`src/hw/csx_regs.svh`:
```
`ifndef CSX_REGS_SVH
`define CSX_REGS_SVH
`define CSX_OFS_CTRL 8'h00
`define CSX_OFS_POL 8'h04
`define CSX_OFS_FLO 8'h08
`define CSX_OFS_FHI 8'h0c
`define CSX_OFS_DLY 8'h10
`define CSX_OFS_STAT 8'h14
`define CSX_CTRL_MODE 0
`define CSX_CTRL_GUARD 1
`define CSX_CTRL_KRST 2
`define CSX_RST_CTRL 32'h0000_0000
`define CSX_RST_POL 32'h0000_0000
`define CSX_RST_FUNC 32'h0000_0000
`define CSX_RST_DLY 32'h0000_0000
`define CSX_FN_COAST 8'h0b
`define CSX_FN_TRIP 8'h0c
`define CSX_ERR_EXT 8'h0c
`define CSX_ERR_NONE 8'h00
`define CSX_TICK_US 1000
`define CSX_CLK_NS 5
`define CSX_TICK_CYC (`CSX_TICK_US * 1000 / `CSX_CLK_NS)
`endif

```
`src/hw/csx_pkg.sv`:
```
package csx_pkg;
   typedef enum logic [2:0] {
      ST_STOP, ST_RUN, ST_COAST, ST_WAIT, ST_TRIP, ST_CLR, ST_HOLD
   } csx_state_t;
   typedef logic [1:0] csx_resp_t;
   localparam csx_resp_t CSX_OKAY = 2'h0;
   localparam csx_resp_t CSX_SLVERR = 2'h2;

   // Any active terminal whose assigned function matches code
   function automatic logic csx_fn_any(input logic [63:0] fa, input logic [7:0] lv,
                                       input logic [7:0] code);
      logic hit;
      hit = 1'b0;
      for (int i = 0; i < 8; i++) begin
         if (lv[i] && fa[8*i +: 8] == code) begin
            hit = 1'b1;
         end
      end
      return hit;
   endfunction
endpackage

```
`src/hw/csx_ifs.sv`:
```
`timescale 1ns/1ps
interface csx_cfg_if;
   logic mode;
   logic guard;
   logic krst;
   logic [7:0] pol;
   logic [63:0] fa;
   logic [15:0] dly;
   logic [31:0] stat;
   modport regs(output mode, guard, krst, pol, fa, dly, input stat);
   modport core(input mode, guard, krst, pol, fa, dly, output stat);
endinterface

interface csx_term_if;
   logic coast;
   logic trip_lvl;
   logic trip_rise;
   modport src(output coast, trip_lvl, trip_rise);
   modport snk(input coast, trip_lvl, trip_rise);
endinterface

```
`src/hw/csx_insync.sv`:
```
`timescale 1ns/1ps
`include "csx_regs.svh"
module csx_insync (
   input wire logic clk, // Clock
   input wire logic rst_n, // Async reset, low
   input wire logic [7:0] term, // Raw terminals
   input wire logic [7:0] pol, // Per-terminal inversion
   input wire logic [63:0] fa, // Function code per terminal
   csx_term_if.src tio // Conditioned functions
);
   import csx_pkg::*;
   logic [7:0] s1_q, s1_d, s2_q, s2_d, lv;
   logic coast_q, coast_d, trip_q, trip_d, rise_q, rise_d;

   always_comb begin
      s1_d = term;
      s2_d = s1_q;
      lv = s2_q ^ pol;
      coast_d = csx_fn_any(fa, lv, `CSX_FN_COAST);
      trip_d = csx_fn_any(fa, lv, `CSX_FN_TRIP);
      rise_d = trip_d & ~trip_q;
   end

   always_ff @(posedge clk or negedge rst_n) begin
      if (!rst_n) begin
         s1_q <= 8'h00;
         s2_q <= 8'h00;
         coast_q <= 1'b0;
         trip_q <= 1'b0;
         rise_q <= 1'b0;
      end else begin
         s1_q <= s1_d;
         s2_q <= s2_d;
         coast_q <= coast_d;
         trip_q <= trip_d;
         rise_q <= rise_d;
      end
   end

   assign tio.coast = coast_q;
   assign tio.trip_lvl = trip_q;
   assign tio.trip_rise = rise_q;

   AST_RISE_LVL: assert property (@(posedge clk) disable iff (!rst_n)
      rise_q |-> trip_q && !$past(trip_q)) else $error("trip edge without level");
endmodule

```
`src/hw/csx_axil.sv`:
```
`timescale 1ns/1ps
`include "csx_regs.svh"
module csx_axil (
   input wire logic clk, // Clock
   input wire logic rst_n, // Async reset, low
   input wire logic [7:0] awaddr, // Write address
   input wire logic awvalid, // Write address valid
   output logic awready, // Write address ready
   input wire logic [31:0] wdata, // Write data
   input wire logic [3:0] wstrb, // Byte enables
   input wire logic wvalid, // Write data valid
   output logic wready, // Write data ready
   output csx_pkg::csx_resp_t bresp, // Write response
   output logic bvalid, // Write response valid
   input wire logic bready, // Write response ready
   input wire logic [7:0] araddr, // Read address
   input wire logic arvalid, // Read address valid
   output logic arready, // Read address ready
   output logic [31:0] rdata, // Read data
   output csx_pkg::csx_resp_t rresp, // Read response
   output logic rvalid, // Read data valid
   input wire logic rready, // Read data ready
   csx_cfg_if.regs cfg // Settings and status
);
   import csx_pkg::*;
   logic awr_q, awr_d, wr_q, wr_d, awh_q, awh_d, wh_q, wh_d, bv_q, bv_d;
   logic arr_q, arr_d, rv_q, rv_d, krst_q, krst_d, wr_en;
   logic [7:0] aa_q, aa_d, wa;
   logic [31:0] wd_q, wd_d, wd, rd_q, rd_d, ctrl;
   logic [3:0] ws_q, ws_d, ws;
   csx_resp_t br_q, br_d, rr_q, rr_d;
   logic [31:0] ctrl_q, ctrl_d, pol_q, pol_d, flo_q, flo_d, fhi_q, fhi_d, dly_q, dly_d;

   function automatic logic [31:0] merge(input logic [31:0] o, input logic [31:0] n,
                                         input logic [3:0] s);
      logic [31:0] r;
      r = o;
      for (int b = 0; b < 4; b++) begin
         if (s[b]) begin
            r[8*b +: 8] = n[8*b +: 8];
         end
      end
      return r;
   endfunction

   always_comb begin
      awh_d = awh_q | (awvalid & awr_q);
      aa_d = (awvalid & awr_q) ? awaddr : aa_q;
      wh_d = wh_q | (wvalid & wr_q);
      wd_d = (wvalid & wr_q) ? wdata : wd_q;
      ws_d = (wvalid & wr_q) ? wstrb : ws_q;
      wa = aa_d;
      wd = wd_d;
      ws = ws_d;
      bv_d = bv_q & ~bready;
      br_d = br_q;
      wr_en = awh_d & wh_d & ~bv_q;
      ctrl_d = ctrl_q;
      pol_d = pol_q;
      flo_d = flo_q;
      fhi_d = fhi_q;
      dly_d = dly_q;
      krst_d = 1'b0;
      ctrl = ctrl_q;
      if (wr_en) begin
         awh_d = 1'b0;
         wh_d = 1'b0;
         bv_d = 1'b1;
         br_d = CSX_OKAY;
         unique case (wa)
            `CSX_OFS_CTRL: begin
               ctrl = merge(ctrl_q, wd, ws);
               ctrl_d = {30'h0, ctrl[`CSX_CTRL_GUARD], ctrl[`CSX_CTRL_MODE]};
               krst_d = ws[0] & wd[`CSX_CTRL_KRST];
            end
            `CSX_OFS_POL: pol_d = merge(pol_q, wd, ws) & 32'h0000_00ff;
            `CSX_OFS_FLO: flo_d = merge(flo_q, wd, ws);
            `CSX_OFS_FHI: fhi_d = merge(fhi_q, wd, ws);
            `CSX_OFS_DLY: dly_d = merge(dly_q, wd, ws) & 32'h0000_ffff;
            `CSX_OFS_STAT: br_d = CSX_OKAY;
            default: br_d = CSX_SLVERR;
         endcase
      end
      awr_d = ~awh_d & ~bv_d;
      wr_d = ~wh_d & ~bv_d;
      rv_d = rv_q & ~rready;
      rd_d = rd_q;
      rr_d = rr_q;
      arr_d = arr_q | (rv_q & rready);
      if (arvalid & arr_q) begin
         arr_d = 1'b0;
         rv_d = 1'b1;
         rr_d = CSX_OKAY;
         unique case (araddr)
            `CSX_OFS_CTRL: rd_d = ctrl_q;
            `CSX_OFS_POL: rd_d = pol_q;
            `CSX_OFS_FLO: rd_d = flo_q;
            `CSX_OFS_FHI: rd_d = fhi_q;
            `CSX_OFS_DLY: rd_d = dly_q;
            `CSX_OFS_STAT: rd_d = cfg.stat;
            default: begin
               rd_d = 32'h0000_0000;
               rr_d = CSX_SLVERR;
            end
         endcase
      end
   end

   always_ff @(posedge clk or negedge rst_n) begin
      if (!rst_n) begin
         {awr_q, wr_q, arr_q} <= 3'h7;
         {awh_q, wh_q, bv_q, rv_q, krst_q} <= 5'h00;
         aa_q <= 8'h00;
         wd_q <= 32'h0000_0000;
         ws_q <= 4'h0;
         br_q <= CSX_OKAY;
         rr_q <= CSX_OKAY;
         rd_q <= 32'h0000_0000;
         ctrl_q <= `CSX_RST_CTRL;
         pol_q <= `CSX_RST_POL;
         flo_q <= `CSX_RST_FUNC;
         fhi_q <= `CSX_RST_FUNC;
         dly_q <= `CSX_RST_DLY;
      end else begin
         {awr_q, wr_q, arr_q} <= {awr_d, wr_d, arr_d};
         {awh_q, wh_q, bv_q, rv_q, krst_q} <= {awh_d, wh_d, bv_d, rv_d, krst_d};
         aa_q <= aa_d;
         wd_q <= wd_d;
         ws_q <= ws_d;
         br_q <= br_d;
         rr_q <= rr_d;
         rd_q <= rd_d;
         ctrl_q <= ctrl_d;
         pol_q <= pol_d;
         flo_q <= flo_d;
         fhi_q <= fhi_d;
         dly_q <= dly_d;
      end
   end

   assign {awready, wready, bvalid, bresp} = {awr_q, wr_q, bv_q, br_q};
   assign {arready, rvalid, rdata, rresp} = {arr_q, rv_q, rd_q, rr_q};
   assign cfg.mode = ctrl_q[`CSX_CTRL_MODE];
   assign cfg.guard = ctrl_q[`CSX_CTRL_GUARD];
   assign cfg.krst = krst_q;
   assign cfg.pol = pol_q[7:0];
   assign cfg.fa = {fhi_q, flo_q};
   assign cfg.dly = dly_q[15:0];
endmodule

```
`src/hw/csx_top.sv`:
```
// How it works
// - Coast input active removes drive output
// - Coast released with run restores output
// - Restart from zero or motor speed
// - Wait restart delay; zero means none
// - Coast function is terminal code 11
// - Coast inactive keeps output operating normally
// - Polarity setting inverts a terminal's sense
// - Trip enters trip state, error, coasting
// - Trip latched on rising edge, code 12
// - Falling edge makes no trip; history kept
// - Trip holds until reset
// - Reset clears alarm, error, back to stop
// - Alarm rises together with trip entry
// - Reset release with run resumes drive
// - Guard needs fresh run or reset
`timescale 1ns/1ps
`include "csx_regs.svh"
module csx_top #(
   parameter int unsigned TICK_CYC = `CSX_TICK_CYC
) (
   input wire logic CLK, // 200 MHz clock
   input wire logic RST_N, // Async reset, low
   input wire logic [7:0] S_AXI_AWADDR, // Write address
   input wire logic S_AXI_AWVALID, // Write address valid
   output logic S_AXI_AWREADY, // Write address ready
   input wire logic [31:0] S_AXI_WDATA, // Write data
   input wire logic [3:0] S_AXI_WSTRB, // Byte enables
   input wire logic S_AXI_WVALID, // Write data valid
   output logic S_AXI_WREADY, // Write data ready
   output csx_pkg::csx_resp_t S_AXI_BRESP, // Write response
   output logic S_AXI_BVALID, // Write response valid
   input wire logic S_AXI_BREADY, // Write response ready
   input wire logic [7:0] S_AXI_ARADDR, // Read address
   input wire logic S_AXI_ARVALID, // Read address valid
   output logic S_AXI_ARREADY, // Read address ready
   output logic [31:0] S_AXI_RDATA, // Read data
   output csx_pkg::csx_resp_t S_AXI_RRESP, // Read response
   output logic S_AXI_RVALID, // Read data valid
   input wire logic S_AXI_RREADY, // Read data ready
   input wire logic [7:0] TERM_IN, // Input terminals
   input wire logic RUN_CMD, // Run command level
   input wire logic RESET_TERM_IN, // Reset terminal level
   output logic DRIVE_EN, // Output stage enabled
   output logic RESTART_PULSE, // Resume after coast
   output logic RESTART_FROM_SPEED, // 1: match motor speed
   output logic ALARM, // Alarm output
   output logic [7:0] ERR_CODE // Trip error code
);
   import csx_pkg::*;

   csx_cfg_if cfg();
   csx_term_if tio();

   csx_axil u_axil (
      .clk(CLK),
      .rst_n(RST_N),
      .awaddr(S_AXI_AWADDR),
      .awvalid(S_AXI_AWVALID),
      .awready(S_AXI_AWREADY),
      .wdata(S_AXI_WDATA),
      .wstrb(S_AXI_WSTRB),
      .wvalid(S_AXI_WVALID),
      .wready(S_AXI_WREADY),
      .bresp(S_AXI_BRESP),
      .bvalid(S_AXI_BVALID),
      .bready(S_AXI_BREADY),
      .araddr(S_AXI_ARADDR),
      .arvalid(S_AXI_ARVALID),
      .arready(S_AXI_ARREADY),
      .rdata(S_AXI_RDATA),
      .rresp(S_AXI_RRESP),
      .rvalid(S_AXI_RVALID),
      .rready(S_AXI_RREADY),
      .cfg(cfg.regs)
   );

   csx_insync u_insync (
      .clk(CLK),
      .rst_n(RST_N),
      .term(TERM_IN),
      .pol(cfg.pol),
      .fa(cfg.fa),
      .tio(tio.src)
   );

   csx_state_t st_q, st_d;
   logic [17:0] tk_q, tk_d;
   logic tick;
   logic [15:0] dc_q, dc_d;
   logic rs_q, rs_rise, rst_lvl;
   logic drv_q, drv_d, rp_q, rp_d, rfs_q, rfs_d, al_q, al_d;
   logic [7:0] err_q, err_d, tc_q, tc_d;
   logic [31:0] stat_q, stat_d;

   assign rst_lvl = RESET_TERM_IN | cfg.krst;
   assign rs_rise = RESET_TERM_IN & ~rs_q;

   // Millisecond enable, restarted on every wait entry
   always_comb begin
      tick = (tk_q == 18'(TICK_CYC - 1));
      tk_d = (st_q != ST_WAIT || tick) ? 18'h0 : tk_q + 18'h1;
   end

   always_comb begin
      st_d = st_q;
      rp_d = 1'b0;
      rfs_d = rfs_q;
      dc_d = dc_q;
      tc_d = tc_q;
      if (tio.trip_rise) begin
         st_d = ST_TRIP;
         tc_d = (tc_q == 8'hff) ? tc_q : tc_q + 8'h01;
      end else begin
         unique case (st_q)
            ST_STOP: begin
               if (tio.coast) begin
                  st_d = ST_COAST;
               end else if (RUN_CMD) begin
                  st_d = ST_RUN;
                  rfs_d = 1'b0;
               end
            end
            ST_RUN: begin
               if (tio.coast) begin
                  st_d = ST_COAST;
               end else if (!RUN_CMD) begin
                  st_d = ST_STOP;
               end
            end
            ST_COAST: begin
               if (!tio.coast) begin
                  if (!RUN_CMD) begin
                     st_d = ST_STOP;
                  end else if (cfg.dly == 16'h0) begin
                     st_d = ST_RUN;
                     rp_d = 1'b1;
                     rfs_d = cfg.mode;
                  end else begin
                     st_d = ST_WAIT;
                     dc_d = 16'h0;
                  end
               end
            end
            ST_WAIT: begin
               if (tio.coast) begin
                  st_d = ST_COAST;
               end else if (!RUN_CMD) begin
                  st_d = ST_STOP;
               end else if (tick) begin
                  if (dc_q == cfg.dly - 16'h1) begin
                     st_d = ST_RUN;
                     rp_d = 1'b1;
                     rfs_d = cfg.mode;
                  end else begin
                     dc_d = dc_q + 16'h1;
                  end
               end
            end
            ST_TRIP: begin
               if (rst_lvl) begin
                  st_d = ST_CLR;
               end
            end
            ST_CLR: begin
               tc_d = 8'h00;
               if (!rst_lvl) begin
                  st_d = (cfg.guard && RUN_CMD) ? ST_HOLD : ST_STOP;
               end
            end
            ST_HOLD: begin
               if (!RUN_CMD || cfg.krst || rs_rise) begin
                  st_d = ST_STOP;
               end
            end
            default: begin
               st_d = ST_STOP;
            end
         endcase
      end
   end

   always_comb begin
      drv_d = (st_d == ST_RUN || st_d == ST_STOP) && !tio.coast;
      al_d = (st_d == ST_TRIP);
      err_d = al_d ? `CSX_ERR_EXT : `CSX_ERR_NONE;
      stat_d = {8'h00, tc_d, err_d, 2'h0, tio.coast, al_d, drv_d, st_d};
   end

   always_ff @(posedge CLK or negedge RST_N) begin
      if (!RST_N) begin
         st_q <= ST_STOP;
         tk_q <= 18'h0;
         dc_q <= 16'h0;
         rs_q <= 1'b0;
         drv_q <= 1'b0;
         rp_q <= 1'b0;
         rfs_q <= 1'b0;
         al_q <= 1'b0;
         err_q <= `CSX_ERR_NONE;
         tc_q <= 8'h00;
         stat_q <= 32'h0000_0000;
      end else begin
         st_q <= st_d;
         tk_q <= tk_d;
         dc_q <= dc_d;
         rs_q <= RESET_TERM_IN;
         drv_q <= drv_d;
         rp_q <= rp_d;
         rfs_q <= rfs_d;
         al_q <= al_d;
         err_q <= err_d;
         tc_q <= tc_d;
         stat_q <= stat_d;
      end
   end

   assign DRIVE_EN = drv_q;
   assign RESTART_PULSE = rp_q;
   assign RESTART_FROM_SPEED = rfs_q;
   assign ALARM = al_q;
   assign ERR_CODE = err_q;
   assign cfg.stat = stat_q;

   AST_COAST_OFF: assert property (@(posedge CLK) disable iff (!RST_N)
      tio.coast |=> !DRIVE_EN) else $error("drive on while coasting");

   AST_RESUME: assert property (@(posedge CLK) disable iff (!RST_N)
      st_q == ST_COAST && !tio.coast && RUN_CMD && !tio.trip_rise && cfg.dly == 16'h0
      |=> DRIVE_EN && RESTART_PULSE) else $error("no resume after coast");

   AST_MODE: assert property (@(posedge CLK) disable iff (!RST_N)
      RESTART_PULSE |-> RESTART_FROM_SPEED == $past(cfg.mode)) else $error("bad restart mode");

   AST_WAIT_TICK: assert property (@(posedge CLK) disable iff (!RST_N)
      st_q == ST_WAIT && !tick |=> st_q != ST_RUN) else $error("resume before delay");

   AST_NORMAL: assert property (@(posedge CLK) disable iff (!RST_N)
      st_q == ST_RUN && !tio.coast && !tio.trip_rise |=> DRIVE_EN)
      else $error("drive lost in normal run");

   AST_TRIP_ENTRY: assert property (@(posedge CLK) disable iff (!RST_N)
      tio.trip_rise |=> st_q == ST_TRIP && !DRIVE_EN) else $error("trip edge missed");

   AST_ERR: assert property (@(posedge CLK) disable iff (!RST_N)
      ALARM |-> ERR_CODE == `CSX_ERR_EXT && !DRIVE_EN) else $error("trip error wrong");

   AST_NO_FALL: assert property (@(posedge CLK) disable iff (!RST_N)
      st_q != ST_TRIP && !tio.trip_rise |=> st_q != ST_TRIP) else $error("trip without edge");

   AST_HOLD_TRIP: assert property (@(posedge CLK) disable iff (!RST_N)
      st_q == ST_TRIP && !rst_lvl |=> st_q == ST_TRIP && ALARM) else $error("trip dropped");

   AST_CLEAR: assert property (@(posedge CLK) disable iff (!RST_N)
      st_q == ST_TRIP && rst_lvl && !tio.trip_rise |=> !ALARM && ERR_CODE == `CSX_ERR_NONE)
      else $error("reset did not clear");

   AST_ALARM_NOW: assert property (@(posedge CLK) disable iff (!RST_N)
      ALARM == (st_q == ST_TRIP)) else $error("alarm not with trip");

   AST_RELEASE: assert property (@(posedge CLK) disable iff (!RST_N)
      st_q == ST_CLR && !rst_lvl && !cfg.guard && RUN_CMD && !tio.trip_rise && !tio.coast
      |=> DRIVE_EN) else $error("no resume on reset release");

   AST_GUARD: assert property (@(posedge CLK) disable iff (!RST_N)
      st_q == ST_HOLD && RUN_CMD && !cfg.krst && !rs_rise && !tio.trip_rise
      |=> !DRIVE_EN) else $error("guard restarted drive");

   AST_KEYPAD_CLR: assert property (@(posedge CLK) disable iff (!RST_N)
      st_q == ST_TRIP && cfg.krst && !tio.trip_rise |=> st_q == ST_CLR && !ALARM)
      else $error("keypad reset did not clear");

   AST_GUARD_ENTRY: assert property (@(posedge CLK) disable iff (!RST_N)
      st_q == ST_CLR && !rst_lvl && cfg.guard && RUN_CMD && !tio.trip_rise
      |=> st_q == ST_HOLD && !DRIVE_EN) else $error("guard did not hold");

   AST_ERR_IDLE: assert property (@(posedge CLK) disable iff (!RST_N)
      !ALARM |-> ERR_CODE == `CSX_ERR_NONE) else $error("error code without trip");

   AST_PULSE_ONE: assert property (@(posedge CLK) disable iff (!RST_N)
      RESTART_PULSE |=> !RESTART_PULSE) else $error("restart pulse too long");
endmodule

```
`config.mk`:
```
export PLATFORM = sky130hd
export DESIGN_NAME = csx_top
export DESIGN_NICKNAME = d
export VERILOG_FILES = /design/src/hw/csx_pkg.sv /design/src/hw/csx_ifs.sv /design/src/hw/csx_insync.sv /design/src/hw/csx_axil.sv /design/src/hw/csx_top.sv
export VERILOG_INCLUDE_DIRS = /design/src /design/src/hw
export SDC_FILE = /design/constraint.sdc
export NUM_CORES = 1
export LEC_CHECK = 0
export BUFFER_PORTS_ARGS = -buffer_cell sky130_fd_sc_hd__clkbuf_2
export CORE_MARGIN = 2
export CORE_UTILIZATION = 30
export CTS_CLUSTER_SIZE = 25
export DETAILED_ROUTE_END_ITERATION = 16
export PLACE_DENSITY = 0.51
export SLEW_MARGIN = 30
export SYNTH_ARGS = -nofsm -noshare
export SYNTH_HDL_FRONTEND = slang
export SYNTH_SLANG_ARGS = --single-unit
```
`constraint.sdc`:
```
create_clock -name CLK -period 3 [get_ports CLK]
set_input_delay 0.6 -clock CLK [delete_from_list [all_inputs] [get_ports CLK]]
set_output_delay 0.6 -clock CLK [all_outputs]
set_load 0.01 [all_outputs]
```
**Word level (Yosys, flattened, before mapping)**

Cells that the tools add are included.

- Flip-flop bits (word level): 273
- Input bits: 69
- Output and inout port bits: 53
- Word-level logic and storage cells: 247

- $add $sub $neg: 4
- Eq/ne operators: 49
- Multiplexer cells: 78
- Bitwise gates (word level): 27
- Reduce and logical (&&, ||, !) cells: 47

Operators by type and width:

| operator | number |
|---|---|
| $pmux 32 s6 | 1 |
| $eq 8x4->1 const B | 20 |
| $mux 16 | 7 |
| $mux 3 | 14 |
| $mux 1 | 40 |
| $reduce_and 3->1 | 12 |
| $eq 8x5->1 const B | 4 |
| $mux 32 | 1 |
| $mux 8 | 4 |
| $pmux 16 s2 | 1 |
| $ne 2x2->1 const B | 11 |
| $pmux 3 s7 | 1 |
| $add 18x1->18 const B | 1 |
| $eq 18x18->1 const B | 1 |
| $logic_and 1x1->1 | 18 |
| $mux 18 | 1 |
| $add 16x1->16 const B | 1 |
| $eq 16x16->1 | 1 |
| $eq 8x3->1 const B | 2 |
| $logic_not 16->1 | 1 |
| $logic_not 8->1 | 2 |
| $sub 16x1->16 const B | 1 |
| $and 1x1->1 | 13 |
| $eq 3x3->1 const B | 4 |
| other kinds (20) | 43 |

**Logic depth before layout (Yosys ltp)**

- Depth in word-level cells: 11
- Gate-level depth with buffers: 11
- Gate-level depth less buffers: 10

**By module**

From an unflattened synthesis, not the netlist that was laid out.

- Cell total of the unflattened synthesis: 1071
- Area total of the unflattened synthesis: 12162.9 µm²

By module, submodules not included:

| module | instances | cells each | area each (µm²) | seq. area each (µm²) |
|---|---|---|---|---|
| csx_axil | 1 | 592 | 7767.4 | 4408.0 |
| csx_top | 1 | 395 | 3488.3 | 1276.2 |
| csx_insync | 1 | 84 | 907.1 | 475.5 |

**Worst setup path before layout**

Ideal clock, no wire load.

- Path type: register to register
- Start point: reg u_axil.dly_q[0]
- End point: reg stat_q[3] (netlist: cfg.stat[3])
- Library setup time: 0.080 ns
- Data arrival time: 3.007 ns
- Required time: 2.920 ns
- Setup slack: -0.087 ns
- Stages on the path, launching flop included: 12
- Path buffers: 1
- Period minus slack after synthesis: 3.087 ns
- Cell sequence: dfrtp_1 -> inv_1 -> ha_1 -> or4b_4 -> or4_1 -> and4b_1 -> nor3_2 -> o2111ai_1 -> buf_2 -> or4_1 -> o211ai_2 -> nor3b_2

- Cells in the longest elaborated chain, start to end: 11
- Elaborated cells between the ends (all ways): 16
- Classes of those cells: 1 x add/sub; 2 x eq/ne; 9 x mux; 4 x reduce/logical

Ends and longest elaborated chain:

| item | RTL line | RTL |
|---|---|---|
| start: declaration | csx_axil.sv:32 | `logic [31:0] ctrl_q, ctrl_d, pol_q, pol_d, flo_q, flo_d, fhi_q, fhi_d, dly_q, dly_d;` |
| start signal: assignment | csx_axil.sv:123 | `` dly_q <= `CSX_RST_DLY; `` |
| start signal: assignment | csx_axil.sv:137 | `dly_q <= dly_d;` |
| $sub 16x1->16 | csx_top.sv:151 | `if (dc_q == cfg.dly - 16'h1) begin` |
| $eq 16x16->1 | csx_top.sv:151 |  |
| $mux 3 | csx_top.sv:151 |  |
| $mux 3 | csx_top.sv:150 | `end else if (tick) begin` |
| $mux 3 | csx_top.sv:148 | `end else if (!RUN_CMD) begin` |
| $mux 3 | csx_top.sv:146 | `if (tio.coast) begin` |
| $pmux 3 s7 (*) | csx_top.sv:115 | `unique case (st_q)` |
| $mux 3 (*) | csx_top.sv:111 | `if (tio.trip_rise) begin` |
| $eq 3x1->1 / $logic_not 3->1 (equally long branches) | csx_top.sv:184 | `drv_d = (st_d == ST_RUN \|\| st_d == ST_STOP) && !tio.coast;` |
| $logic_or 1x1->1 (*) | csx_top.sv:184 |  |
| $logic_and 1x1->1 (*) | csx_top.sv:184 |  |
| via drv_d | csx_top.sv:92 | `logic drv_q, drv_d, rp_q, rp_d, rfs_q, rfs_d, al_q, al_d;` |
| end signal: assignment | csx_top.sv:214 | `stat_q <= stat_d;` |
| end: declaration | csx_top.sv:94 | `logic [31:0] stat_q, stat_d;` |

Mark *: on every way through the listed nets, which the timed path passes. The rest lies on a longest branch.
A chain may end at the register's enable or synchronous reset.

**Worst setup path in the final report**

Same ends and word-level chain as after synthesis.

==> impl_metrics.tcl <==
set metrics [dict create \
    post-route-period-util_pct 102 \
    grt_setup_unrepaired "true" \
    synth_area_um2 11300 \
    worstSetupEndpointType "flip-flop" \
    clockBufferDepth 3 \
    first_pass_iters 5 \
    utilization_pct 37.1 \
    path_class "flip-flop to flip-flop" \
    yosys_warnings 0 \
    fin_total_pwr_mw 9.20 \
    rrSetupSlack_ns -0.06 \
    crit_required_ns 3.46 \
    start_kind "flip-flop" \
    final_area_um2 13900 \
    die-area_um2 39400 \
    grt_max_degree 73 \
    avgSynthCellArea_um2 10.4 \
    place_ws_ns -0.187 \
    finalWorstSetupSlack_ns -0.0569 \
    drtAntennaViolNets 0 \
    reg2reg_to "cfg.stat[3]" \
    avgViaCountPerCell 4.92 \
    fill_cells 3796 \
    final_net_count 1316 \
    synth-seq-cells 246 \
    io_buffers 113 \
    violations "negative setup slack" \
    detail_route.wl_per_cell_um 17.5 \
    cts_tree "yes" \
    fmax_mhz 327 \
    clock-root-buffer "clkbuf_16" \
    drc 0 \
    reg2reg_depth 12 \
    worst_r2r_startpoint "u_axil.dly_q[0]" \
    drv_cap 0 \
    cts.sinks 246 \
    synth_ff_type "dfrtp_1" \
    hold_viol_final 0 \
    drv_slew 0 \
    drtIter0Drc 629 \
    power_density_nw_per_um2 663 \
    grtUsageTotal_pct 16.0 \
    dp_cells 1715 \
    ir_worst_vdd_v 0.000392 \
    core_um2 37400 \
    min_period_ns 3.06 \
    vias 8742 \
    die_h_um 198 \
    htree_levels 1 \
    start_util_pct 30.3 \
    grt_pass1_wl_um 49700 \
    setup_violations 3 \
    synth_cell_types 66 \
    rows 71 \
    instances_no_fill 1778 \
    grt_pass1_vias 8856 \
    maxSlewHeadroom_pct 55.9 \
    ctsHoldBuffers 0 \
    power_leakage_nw 6.33 \
    tightest_slew_ns 0.643 \
    ios 122 \
    cts_buffers 29 \
    async_flop_share_pct 100 \
    synth-edff-count 0 \
    ys_seq_area_share_pct 54.3 \
    antenna_found_initial 1 \
    syn_inst 1093 \
    hold_ws_ns 0.0216 \
    gr-total-overflow 0 \
    layout-drive-gt1-share_pct 25.1 \
    place_area_um2 12800 \
    status "complete, but fails checks" \
    hp-class "input pin to asynchronous set/reset pin" \
    cp_data_arrival_time_ns 3.52 \
    path_max_fanout 6 \
    wl_um 31100 \
    gp_congestion 0.863 \
    fin_worst_skew_ns 0.0124 \
    clock_latency_ns 0.55 \
    fp.dieW_um 198 \
    hpwl_um 22500 \
    areaGrowthSynthToFinish_pct 22.3 \
    clkSlewWorstSetupHoldPaths_ns 0.06 \
    setup_tns_ns -0.108 \
]
[worst max-delay path by stage]
stage	cells past startpoint	endpoint	slack, ns	startpoint
2_1_floorplan	11	cfg.stat[3]	0.02	u_axil.dly_q[0]
3_3_place_gp	11	cfg.stat[3]	-0.1	u_axil.dly_q[1]
3_5_place_dp	11	cfg.stat[3]	-0.19	u_axil.dly_q[1]
4_1_cts	11	cfg.stat[3]	-0.03	u_axil.dly_q[0]
5_1_grt	11	cfg.stat[3]	-0.20	u_axil.dly_q[0]
6_report	12	cfg.stat[3]	-0.06	u_axil.dly_q[0]
[final cells by class]
cell class,instances,area (um2),share of cell area [%]
inverters,40,150,1.08
well taps,511,639,4.61
clock buffers,43,838,6.05
diodes,1,2.50,0.0181
multi-input cells,750,4860,35.1
repair buffers,176,1100,7.94
clock inverters,11,111,0.803
flip-flops and latches,246,6160,44.4
[flip-flops by register name (all words and copies together) (netlist names), 4 cells and up]
name,count
cfg.stat,5
dc_q,16
tc_q,7
tk_q,18
u_axil.aa_q,8
u_axil.dly_q,16
u_axil.fhi_q,32
u_axil.flo_q,32
u_axil.pol_q,8
u_axil.rdata,32
u_axil.wd_q,32
u_axil.ws_q,4
u_insync.s1_q,8
u_insync.s2_q,8
[what timing repair did]
action                                  4_1_cts  5_1_grt
gates cloned                                  0        0
endpoints found under the setup margin       14       20
buffers inserted                              4        4
gates resized for setup                       7       27
hold endpoints to repair                      0        0
pin swaps                                     2        5
[per-layer routing]
metal  up-vias  global-route usage (%)  part of all wire, %
met5         -                       0                    0
met4         0                    2.92                  1.3
met3        29                    2.27                  4.5
met2       189                    26.3                   47
met1      4311                    22.6                   47
li1       4213                       -                    -
[cell families after synthesis]
group	after synthesis	synth area share (%)
multiplexers	91	8.69
other	1	0.0331
XOR/XNOR	41	3.17
AND/OR/NAND/NOR	381	17.0
AO/OA/AOI/OAI	225	12.5
buffers and inverters	104	3.91
adder cells (fa/ha/maj)	4	0.442
flip-flops	246	54.3
[synth_stat cells, drive strengths merged (9+ instances only)]
library cell	count	area share (%)
or3	11	0.61
or4	13	0.89
mux2i	32	2.8
nand4	11	0.61
a222oi	19	1.7
a22oi	10	0.66
and3	13	0.72
nor4b	9	0.70
o21ai	89	3.9
clkbuf	45	1.5
buf	19	1.1
inv	40	1.3
xnor2	14	1.1
nand2	122	4.0
nor2	79	2.6
dfrtp	243	54
nor4	19	1.0
mux2	59	5.9
xor2	27	2.1
a21oi	52	2.3
nor3	27	1.3
nand3	29	1.3
[cells in the final DEF, fill, tap and decap left out, types with 8 or more instances in the layout]
master	netlist	final
a21oi_1	52	47
mux2i_1	32	32
clkbuf_16	0	29
nor4_1	19	19
conb_1	1	8
clkbuf_2	0	112
inv_1	40	38
dfrtp_1	243	243
nand2_1	122	119
nor4b_1	9	9
and2_1	8	8
nor2b_1	8	8
clkbuf_1	45	8
nor3_1	25	25
or4_1	12	9
o21ai_0	87	80
nand3_1	29	29
xnor2_1	14	14
a22oi_1	10	10
and3_1	13	13
buf_4	11	56
nor2_1	79	76
a222oi_1	19	19
or3_1	11	11
nand4_1	11	11
mux2_2	59	59
xor2_1	27	27
[report_power, final]
| group | switching, mW | internal (mW) | leakage [nW] | total (mW) |
|---|---|---|---|---|
| registers | 0.281 | 3.86 | 3.24 | 4.14 |
| logic | 0.932 | 0.647 | 2.62 | 1.58 |
| clock network | 1.38 | 2.10 | 0.470 | 3.48 |
| total | 2.60 | 6.60 | 6.33 | 9.20 |
[critical path: stages (launching register included)]
cell and delay (ns):
dfrtp_1 0.39, buf_4 0.14, buf_4 0.12, buf_4 0.13, nor3_1 0.22, xnor2_1 0.14, nand3_1 0.15, a2111oi_0 0.54
o2111ai_2 0.27, buf_6 0.20, or4_4 0.41, o211ai_2 0.10, nor3b_2 0.18
Power figures use the tool's default switching activity.
